$ cat src/design/tlc_consts.svh
// Constants for the T1 in-band loop code generator and detectors
`ifndef TLC_CONSTS_SVH
`define TLC_CONSTS_SVH

// Register indices for framer zero; byte address is four times the index
`define TLC_IDX_RX_LEN_CTRL 9'h082
`define TLC_IDX_RX_LATCHED 9'h092
`define TLC_IDX_RX_SPARE_DEF1 9'h09C
`define TLC_IDX_RX_SPARE_DEF2 9'h09D
`define TLC_IDX_RX_SPARE_CTRL 9'h09E
`define TLC_IDX_RX_IRQ_MASK 9'h0A2
`define TLC_IDX_RX_UP_DEF1 9'h0AC
`define TLC_IDX_RX_UP_DEF2 9'h0AD
`define TLC_IDX_RX_DOWN_DEF1 9'h0AE
`define TLC_IDX_RX_DOWN_DEF2 9'h0AF
`define TLC_IDX_RX_LIVE 9'h0B2
`define TLC_IDX_TX_CTRL3 9'h183
`define TLC_IDX_TX_CTRL4 9'h186
`define TLC_IDX_TX_DEF1 9'h1AC
`define TLC_IDX_TX_DEF2 9'h1AD

// Address split: framer number above the per-framer index
`define TLC_ADDR_FRAMER_HI 13
`define TLC_ADDR_FRAMER_LO 11
`define TLC_ADDR_IDX_HI 10
`define TLC_ADDR_IDX_LO 2

// Field positions
`define TLC_TX3_LOOP_EN 0
`define TLC_TX3_FBIT_OFF 1
`define TLC_TX4_LEN_HI 1
`define TLC_TX4_LEN_LO 0
`define TLC_LEN_UP_HI 3
`define TLC_LEN_UP_LO 0
`define TLC_LEN_DN_HI 7
`define TLC_LEN_DN_LO 4
`define TLC_LAT_CLR_BASE 3

// Reset values and the last phase of a 16-bit code
`define TLC_RST_BYTE 8'h00
`define TLC_RST_PHASE 4'h0
`define TLC_LAST16 4'hF

// Integration timing
`define TLC_INTEG_MS 48
`define TLC_LINE_RATE_HZ 1544000
`define TLC_INTEG_BITS (`TLC_INTEG_MS * `TLC_LINE_RATE_HZ / 1000)
`define TLC_ERR_DIV 32
`define TLC_SLIP_UP 4'h4
`define TLC_SLIP_LIMIT 4'h8

`endif

$ cat src/design/tlc_pkg.sv
// Types for the T1 in-band loop code block
package tlc_pkg;
   typedef logic [13:0] tlc_addr_t;
   typedef logic [31:0] tlc_data_t;
   typedef logic [3:0] tlc_phase_t;
   typedef enum logic [1:0]
   {
      TLC_TX_LEN5 = 2'b00,
      TLC_TX_LEN6 = 2'b01,
      TLC_TX_LEN7 = 2'b10,
      TLC_TX_LEN16 = 2'b11
   } tlc_tx_len_e;
endpackage

$ cat src/design/tlc_loop_code.sv
// T1 in-band loop code generator and three loop code detectors
//
// Our own choice: the APB interface to the registers.
`include "tlc_consts.svh"

module tlc_loop_code #(
   parameter int unsigned INTEG_BITS = `TLC_INTEG_BITS
)
(
   // Clock and reset
   input wire logic ref_clk,
   input wire logic srst,
   // APB slave
   input wire logic psel,
   input wire logic penable,
   input wire logic pwrite,
   input wire tlc_pkg::tlc_addr_t paddr,
   input wire tlc_pkg::tlc_data_t pwdata,
   output tlc_pkg::tlc_data_t prdata,
   output logic pready,
   output logic pslverr,
   // Framer configuration
   input wire logic t1_mode,
   input wire logic [2:0] framer_num,
   // Transmit bit stream
   input wire logic tx_bit_req,
   input wire logic tx_fbit_pos,
   input wire logic tx_fbit,
   output logic tx_loop_active,
   output logic tx_loop_data,
   // Receive bit stream
   input wire logic rx_bit_valid,
   input wire logic rx_bit,
   input wire logic rx_fbit_pos,
   // Status toward framer interrupt logic
   output logic loop_irq_pending
);
   import tlc_pkg::*;

   localparam logic [16:0] WIN_LAST = 17'(INTEG_BITS - 1);
   localparam logic [16:0] ERR_LIMIT = 17'(INTEG_BITS / `TLC_ERR_DIV);

   logic [7:0] rx_len_ctrl_reg;
   logic [7:0] rx_spare_ctrl_reg;
   logic [7:0] rx_irq_mask_reg;
   logic [7:0] tx_ctrl3_reg;
   logic [7:0] tx_ctrl4_reg;
   logic [7:0] tx_def1_reg;
   logic [7:0] tx_def2_reg;
   logic [7:0] rx_def1_reg [3];
   logic [7:0] rx_def2_reg [3];
   logic [5:0] latched_reg;
   logic [2:0] framer_reg;
   logic live_reg [3];
   logic live_d_reg [3];
   logic restart [3];
   logic win_end [3];
   logic [2:0] live_vec;
   logic [2:0] rise_vec;
   logic [2:0] fall_vec;
   logic [8:0] idx;
   logic hit;
   logic wr_en;
   logic setup;
   logic [7:0] rd_byte;

   // Strap caught while reset is held
   always_ff @(posedge ref_clk)
   begin
      if (srst)
         framer_reg <= framer_num;
   end

   // Bus decode
   assign idx = paddr[`TLC_ADDR_IDX_HI:`TLC_ADDR_IDX_LO];
   assign setup = psel & ~penable;
   assign wr_en = psel & penable & pready & pwrite;

   always_comb
   begin
      hit = 1'b1;
      rd_byte = `TLC_RST_BYTE;
      unique case (idx)
         `TLC_IDX_RX_LEN_CTRL: rd_byte = rx_len_ctrl_reg;
         `TLC_IDX_RX_LATCHED: rd_byte = {2'b00, latched_reg};
         `TLC_IDX_RX_SPARE_DEF1: rd_byte = rx_def1_reg[2];
         `TLC_IDX_RX_SPARE_DEF2: rd_byte = rx_def2_reg[2];
         `TLC_IDX_RX_SPARE_CTRL: rd_byte = rx_spare_ctrl_reg;
         `TLC_IDX_RX_IRQ_MASK: rd_byte = rx_irq_mask_reg;
         `TLC_IDX_RX_UP_DEF1: rd_byte = rx_def1_reg[0];
         `TLC_IDX_RX_UP_DEF2: rd_byte = rx_def2_reg[0];
         `TLC_IDX_RX_DOWN_DEF1: rd_byte = rx_def1_reg[1];
         `TLC_IDX_RX_DOWN_DEF2: rd_byte = rx_def2_reg[1];
         `TLC_IDX_RX_LIVE: rd_byte = {5'b00000, live_vec};
         `TLC_IDX_TX_CTRL3: rd_byte = tx_ctrl3_reg;
         `TLC_IDX_TX_CTRL4: rd_byte = tx_ctrl4_reg;
         `TLC_IDX_TX_DEF1: rd_byte = tx_def1_reg;
         `TLC_IDX_TX_DEF2: rd_byte = tx_def2_reg;
         default: hit = 1'b0;
      endcase
      if (paddr[`TLC_ADDR_FRAMER_HI:`TLC_ADDR_FRAMER_LO] != framer_reg)
         hit = 1'b0;
   end

   // Zero-wait answer: data captured in setup, ready in access
   always_ff @(posedge ref_clk)
   begin
      if (srst)
      begin
         pready <= 1'b0;
         pslverr <= 1'b0;
         prdata <= 32'h0000_0000;
      end
      else
      begin
         pready <= setup;
         pslverr <= setup & ~hit;
         prdata <= (setup & hit & ~pwrite) ? {24'h00_0000, rd_byte} : 32'h0000_0000;
      end
   end

   // Control and definition registers
   always_ff @(posedge ref_clk)
   begin
      if (srst)
      begin
         rx_len_ctrl_reg <= `TLC_RST_BYTE;
         rx_spare_ctrl_reg <= `TLC_RST_BYTE;
         rx_irq_mask_reg <= `TLC_RST_BYTE;
         tx_ctrl3_reg <= `TLC_RST_BYTE;
         tx_ctrl4_reg <= `TLC_RST_BYTE;
         tx_def1_reg <= `TLC_RST_BYTE;
         tx_def2_reg <= `TLC_RST_BYTE;
      end
      else if (wr_en & hit)
      begin
         unique case (idx)
            `TLC_IDX_RX_LEN_CTRL: rx_len_ctrl_reg <= pwdata[7:0];
            `TLC_IDX_RX_SPARE_CTRL: rx_spare_ctrl_reg <= pwdata[7:0];
            `TLC_IDX_RX_IRQ_MASK: rx_irq_mask_reg <= pwdata[7:0];
            `TLC_IDX_TX_CTRL3: tx_ctrl3_reg <= pwdata[7:0];
            `TLC_IDX_TX_CTRL4: tx_ctrl4_reg <= pwdata[7:0];
            `TLC_IDX_TX_DEF1: tx_def1_reg <= pwdata[7:0];
            `TLC_IDX_TX_DEF2: tx_def2_reg <= pwdata[7:0];
            default: ;
         endcase
      end
   end

   // Transmit generator
   logic tx_on;
   logic fbit_off;
   tlc_tx_len_e tx_len;
   tlc_phase_t tx_phase_reg;
   tlc_phase_t tx_last;
   logic [15:0] tx_pat;

   assign tx_on = t1_mode & tx_ctrl3_reg[`TLC_TX3_LOOP_EN];
   assign fbit_off = tx_ctrl3_reg[`TLC_TX3_FBIT_OFF];
   assign tx_len = tlc_tx_len_e'(tx_ctrl4_reg[`TLC_TX4_LEN_HI:`TLC_TX4_LEN_LO]);
   // Short lengths repeat the first byte; 16 joins both bytes
   assign tx_pat = (tx_len == TLC_TX_LEN16) ? {tx_def1_reg, tx_def2_reg}
                                            : {tx_def1_reg, tx_def1_reg};

   always_comb
   begin
      unique case (tx_len)
         TLC_TX_LEN5: tx_last = 4'h4;
         TLC_TX_LEN6: tx_last = 4'h5;
         TLC_TX_LEN7: tx_last = 4'h6;
         TLC_TX_LEN16: tx_last = `TLC_LAST16;
      endcase
   end

   always_ff @(posedge ref_clk)
   begin
      if (srst | ~tx_on)
         tx_phase_reg <= `TLC_RST_PHASE;
      else if (tx_bit_req)
         tx_phase_reg <= (tx_phase_reg >= tx_last) ? `TLC_RST_PHASE : tx_phase_reg + 4'h1;
   end

   always_ff @(posedge ref_clk)
   begin
      if (srst)
      begin
         tx_loop_active <= 1'b0;
         tx_loop_data <= 1'b0;
      end
      else
      begin
         tx_loop_active <= tx_on;
         if (tx_on & tx_bit_req)
            tx_loop_data <= (tx_fbit_pos & ~fbit_off) ? tx_fbit
                                                      : tx_pat[4'hF - tx_phase_reg];
      end
   end

   // Receive detectors: 0 up, 1 down, 2 spare
   genvar gi;
   generate
      for (gi = 0; gi < 3; gi++)
      begin : g_det
         logic [3:0] len_field;
         tlc_phase_t last;
         tlc_phase_t phase_reg;
         logic [3:0] slip_reg;
         logic [16:0] bit_cnt_reg;
         logic [16:0] err_cnt_reg;
         logic [15:0] pat;
         logic cmp;
         logic miss;
         logic slip;

         assign len_field = (gi == 0) ? rx_len_ctrl_reg[`TLC_LEN_UP_HI:`TLC_LEN_UP_LO]
                          : (gi == 1) ? rx_len_ctrl_reg[`TLC_LEN_DN_HI:`TLC_LEN_DN_LO]
                          : rx_spare_ctrl_reg[`TLC_LEN_UP_HI:`TLC_LEN_UP_LO];
         // Codes 0..7 give lengths 1..8, anything higher gives 16
         assign last = len_field[3] ? `TLC_LAST16 : {1'b0, len_field[2:0]};
         assign pat = len_field[3] ? {rx_def1_reg[gi], rx_def2_reg[gi]}
                                   : {rx_def1_reg[gi], rx_def1_reg[gi]};
         // F-bit slot skipped so inserted and overwritten framing both fit
         assign cmp = rx_bit_valid & ~rx_fbit_pos & t1_mode;
         assign miss = cmp & (rx_bit != pat[4'hF - phase_reg]);
         assign slip = miss & (slip_reg + `TLC_SLIP_UP >= `TLC_SLIP_LIMIT);
         assign win_end[gi] = cmp & (bit_cnt_reg == WIN_LAST);
         assign restart[gi] = wr_en & hit & (gi == 0 ? (idx == `TLC_IDX_RX_UP_DEF1 ||
                              idx == `TLC_IDX_RX_UP_DEF2) : gi == 1 ?
                              (idx == `TLC_IDX_RX_DOWN_DEF1 || idx == `TLC_IDX_RX_DOWN_DEF2)
                              : (idx == `TLC_IDX_RX_SPARE_DEF1 ||
                              idx == `TLC_IDX_RX_SPARE_DEF2));

         always_ff @(posedge ref_clk)
         begin
            if (srst)
            begin
               rx_def1_reg[gi] <= `TLC_RST_BYTE;
               rx_def2_reg[gi] <= `TLC_RST_BYTE;
            end
            else if (restart[gi])
            begin
               if (idx[0] == 1'b0)
                  rx_def1_reg[gi] <= pwdata[7:0];
               else
                  rx_def2_reg[gi] <= pwdata[7:0];
            end
         end

         // Phase hunt: repeated misses slip the local pattern one bit
         always_ff @(posedge ref_clk)
         begin
            if (srst | restart[gi] | ~t1_mode)
            begin
               phase_reg <= `TLC_RST_PHASE;
               slip_reg <= 4'h0;
            end
            else if (cmp)
            begin
               if (slip)
               begin
                  slip_reg <= 4'h0;
                  phase_reg <= (last == 4'h0) ? `TLC_RST_PHASE : (phase_reg + 4'h2 > last) ?
                               phase_reg + 4'h1 - last : phase_reg + 4'h2;
               end
               else
               begin
                  slip_reg <= miss ? slip_reg + `TLC_SLIP_UP
                                   : (slip_reg != 4'h0 ? slip_reg - 4'h1 : 4'h0);
                  phase_reg <= (phase_reg >= last) ? `TLC_RST_PHASE : phase_reg + 4'h1;
               end
            end
         end

         // Integration window and live status
         always_ff @(posedge ref_clk)
         begin
            if (srst | restart[gi] | ~t1_mode)
            begin
               bit_cnt_reg <= 17'h0_0000;
               err_cnt_reg <= 17'h0_0000;
               live_reg[gi] <= 1'b0;
            end
            else if (win_end[gi])
            begin
               bit_cnt_reg <= 17'h0_0000;
               err_cnt_reg <= 17'h0_0000;
               live_reg[gi] <= (err_cnt_reg + {16'h0000, miss}) <= ERR_LIMIT;
            end
            else if (cmp)
            begin
               bit_cnt_reg <= bit_cnt_reg + 17'h0_0001;
               if (miss && err_cnt_reg != 17'h1_FFFF)
                  err_cnt_reg <= err_cnt_reg + 17'h0_0001;
            end
         end

         always_ff @(posedge ref_clk)
         begin
            if (srst)
               live_d_reg[gi] <= 1'b0;
            else
               live_d_reg[gi] <= live_reg[gi];
         end

         assign live_vec[gi] = live_reg[gi];
         assign rise_vec[gi] = live_reg[gi] & ~live_d_reg[gi];
         assign fall_vec[gi] = ~live_reg[gi] & live_d_reg[gi];
      end
   endgenerate

   // Latched set/clear events; a new event wins over a write-one clear
   logic lat_wr;
   assign lat_wr = wr_en & hit & (idx == `TLC_IDX_RX_LATCHED);

   always_ff @(posedge ref_clk)
   begin
      if (srst)
         latched_reg <= 6'h00;
      else
         latched_reg <= (latched_reg & ~(lat_wr ? pwdata[5:0] : 6'h00))
                        | {fall_vec, rise_vec};
   end

   always_ff @(posedge ref_clk)
   begin
      if (srst)
         loop_irq_pending <= 1'b0;
      else
         loop_irq_pending <= |(latched_reg & rx_irq_mask_reg[5:0]);
   end
endmodule

$ cat config.mk
export PLATFORM = sky130hd
export DESIGN_NAME = tlc_loop_code
export DESIGN_NICKNAME = d
export VERILOG_FILES = /design/src/design/tlc_pkg.sv /design/src/design/tlc_loop_code.sv
export VERILOG_INCLUDE_DIRS = /design/src /design/src/design
export SDC_FILE = /design/constraint.sdc
export NUM_CORES = 1
export LEC_CHECK = 0
export BUFFER_PORTS_ARGS = -buffer_cell sky130_fd_sc_hd__buf_2
export CORE_MARGIN = 2
export CORE_UTILIZATION = 55
export CTS_CLUSTER_DIAMETER = 120
export DETAILED_ROUTE_END_ITERATION = 8
export GPL_ROUTABILITY_DRIVEN = 0
export PLACE_DENSITY_LB_ADDON = 0.08
export SLEW_MARGIN = 5
export SYNTH_ARGS = -nofsm -noshare
export SYNTH_HDL_FRONTEND = slang
export SYNTH_SLANG_ARGS = --single-unit
$ cat constraint.sdc
create_clock -name ref_clk -period 5 [get_ports ref_clk]
set_clock_uncertainty 0.05 [all_clocks]
set_input_delay 1.5 -clock ref_clk [delete_from_list [all_inputs] [get_ports ref_clk]]
set_output_delay 1.5 -clock ref_clk [all_outputs]
set_load 0.02 [all_outputs]
==> impl_metrics.toml <==
[floorplan]
fp.dieW_um = 168
start_util_pct = 55.6
die_y_um = 168
ios = 98
core_um2 = 26700
die_area_um2 = 28300
fp-row-count = 60

[synthesis]
synthAdderAreaFrac_pct = 6.30
synth.distinct_cells = 78
syn_area_per_cell_um2 = 8.68
synth_edf_count = 54
synth_simple_gate_area_share_pct = 24.4
yosys_warnings = 0
async_flop_share_pct = 0
yosysSeqAreaShare_pct = 38.9
syn_area_um2 = 14900
synth_top_family_by_area = "simple AND/OR/NAND/NOR gates"
synth_flop_cell = "dfxtp_1"
muxShareOfSynthArea_pct = 6.63
postSynthCellCount = 1712
synth_compound_area_share_pct = 11.7
synth_seq_cells = 262
synth_xor_area_share_pct = 7.25

[detailed_routing]
drt_first_pass_iters = 5
via_per_inst = 5.93
antenna_left = 0
drc_errors = 0
drt-total-wl_um = 37700
routedWlPerCell_um = 18.0
drt_iter0_drc = 959
num_vias = 12432

[hold_path]
hold_class = "reg2reg"
min_path_cells = 2
worstHoldStart = "tx_ctrl4_reg[2]$_SDFFE_PP0P_"
min_delay_worst_endpoint = "tx_ctrl4_reg[2]$_SDFFE_PP0P_"

[finish]
fill_cells = 2444
layout.cells.most_common_list = "230 x nor2_1, 208 x dfxtp_1, 147 x nand2_1, 105 x a21oi_1, 82 x nand3_1"
nNetsFinal = 1865
n_antenna_cell = 0
stdcell_area_um2 = 16300
final_common_cell = "nor2_1"
area_growth_pct = 9.59
drive_above_1_share_pct = 9.46

[power_and_ir_drop]
peakVddDrop_mv = 0.281
leakagePower_nw = 6.04
power_density_nw_per_um2 = 285

[critical_path]
arrival_ps = 4710
r2r_setup_slack_ps = 600
crit_fanout = 12
cp-start-kind = "register"
r2r_start = "g_det[1].phase_reg[2]$_SDFFE_PP0P_"
cp-end-kind = "register"
worstReg2RegEnd = "live_reg[1]$_DFFE_PP_"
worstSetupPathType = "reg2reg"
r2r_cells = 14
required_ps = 5310

[global_route]
global_route.usage.met2_pct = 43.9
grt_max_degree = 58
grt_pass1_wl_um = 62000
grt.busiest_layer = "met2"
grt_use_total_pct = 26.8
grt_remaining_overflow = 0
grt.met1_usage_pct = 36.2
grt_pass1_vias = 11998
use_met3_pct = 4.02
antenna_found_initial = 0

[sta]
rsz0062_at_grt = "no"
worst_pin_slew_ps = 901
drv_slew = 0
fmax_ghz = 0.227
setup_viol = 0
relSlewSlack_pct = 39.4
post-route-period-util_pct = 88.0
finalHoldViolations = 0
period_needed_ps = 4400
finalSetupTns_ps = 0

[placed_design]
hpwlAfterDp_um = 26900
port-buffer-count = 47
placed_area_um2 = 15300

[clocking]
clkLatencyLatePin_ps = 580
clockBufferDepth = 3
tritoncts = "yes"
numCtsBuffers = 30
cts_hold_buf = 0
clockRootBuffer = "clkbuf_16"
cts_resized = 0
cts.clk_slew.worst_paths_ps = 60
cts_max_level = 1
cts_setup_buffers = 0
clock_sinks = 262

[flow_run]
maxCapViolCount = 0

[status]
status = "finished, final reports clean"
## per-layer routing
layer / wire (um) / vias to the layer above
li1: - / 6087
met1: 16500 / 5862
met2: 17300 / 391
met3: 2570 / 92
met4: 1360 / 0
met5: 0 / -
## Yosys cell counts (18+ instances only)
library cell / number / share of area (%)
nand4_1: 35 / 1.5
buf_4: 25 / 1.3
xnor2_1: 48 / 2.8
edfxtp_1: 54 / 11
o21ai_0: 61 / 2.1
or3_1: 19 / 0.80
inv_1: 54 / 1.4
mux2i_1: 47 / 3.2
dfxtp_1: 208 / 28
nor3_1: 45 / 1.5
mux4_2: 18 / 2.7
a21oi_1: 105 / 3.5
and2_1: 31 / 1.3
nand3_1: 82 / 2.8
nor4_1: 38 / 1.6
nand2_1: 147 / 3.7
clkbuf_1: 75 / 1.9
nor2_1: 231 / 5.8
a31oi_1: 24 / 1.0
and3_1: 24 / 1.0
a22oi_1: 20 / 1.0
xor2_1: 70 / 4.1
ha_1: 70 / 5.9
nand2b_1: 22 / 0.93
## cell families (layout without fill, tap and decap cells)
group / Yosys count / count (layout)
xor gates and xnor gates: 120 / 120
buffers and inverters: 161 / 180
and+or+nand+nor: 738 / 738
muxes: 73 / 73
adders and majority gates: 73 / 73
other: 1 / 24
DFF: 262 / 262
AOI/OAI and AO/OA: 284 / 284
## critical path: stages (launching register included)
cell      delay [ps]
dfxtp_1          710
mux2i_1          180
mux4_2           540
mux2i_1          200
xor2_1           380
nand2_1          120
inv_1            110
ha_1             220
ha_1             300
nand4_1          210
nor2_1           240
nand3_1          150
xnor2_1          150
or4_1            410
a211oi_1         240
## where the power goes
group,switching [mW],internal [mW]
combinational,0.183,0.0741
clock,0.875,1.31
sequential,0.0210,2.18
total,1.08,3.56
## per-stage QoR
| stage | util [%] | power, mW | hold slack (ps) | cells | worst slack, ps |
|---|---|---|---|---|---|
| finish | 60.9 | 4.64 | 405 | 2095 | 598 |
| global route | 60.9 | 4.78 | 425 | 2095 | 242 |
| CTS | 60.9 | 4.67 | 406 | 2095 | 641 |
| detailed placement | 57.2 | 2.49 | 398 | 2040 | 480 |
| global placement | 57.2 | 2.49 | 392 | 2040 | 532 |
| floorplan | - | 2.42 | 374 | 1735 | 744 |
## how the worst max path moves through the flow
stage | end | depth (start not counted) | start
2_1_floorplan | live_reg[1]$_DFFE_PP_ | 12 | rx_bit
3_3_place_gp | live_reg[1]$_DFFE_PP_ | 12 | rx_bit
3_5_place_dp | live_reg[1]$_DFFE_PP_ | 12 | rx_bit
4_1_cts | live_reg[1]$_DFFE_PP_ | 14 | g_det[1].phase_reg[2]$_SDFFE_PP0P_
5_1_grt | live_reg[1]$_DFFE_PP_ | 14 | g_det[1].phase_reg[2]$_SDFFE_PP0P_
6_report | live_reg[1]$_DFFE_PP_ | 14 | g_det[1].phase_reg[2]$_SDFFE_PP0P_
## cell type report
type	count	area (um2)	area share, %
multi-input combinational	1312	8460	52.0
sequential	262	5790	35.5
clock buffer	45	877	5.39
tap	341	427	2.62
timing repair buffer	71	418	2.57
inverter	54	203	1.25
clock inverter	10	111	0.684
No activity file was read; power rests on OpenSTA's default activity.
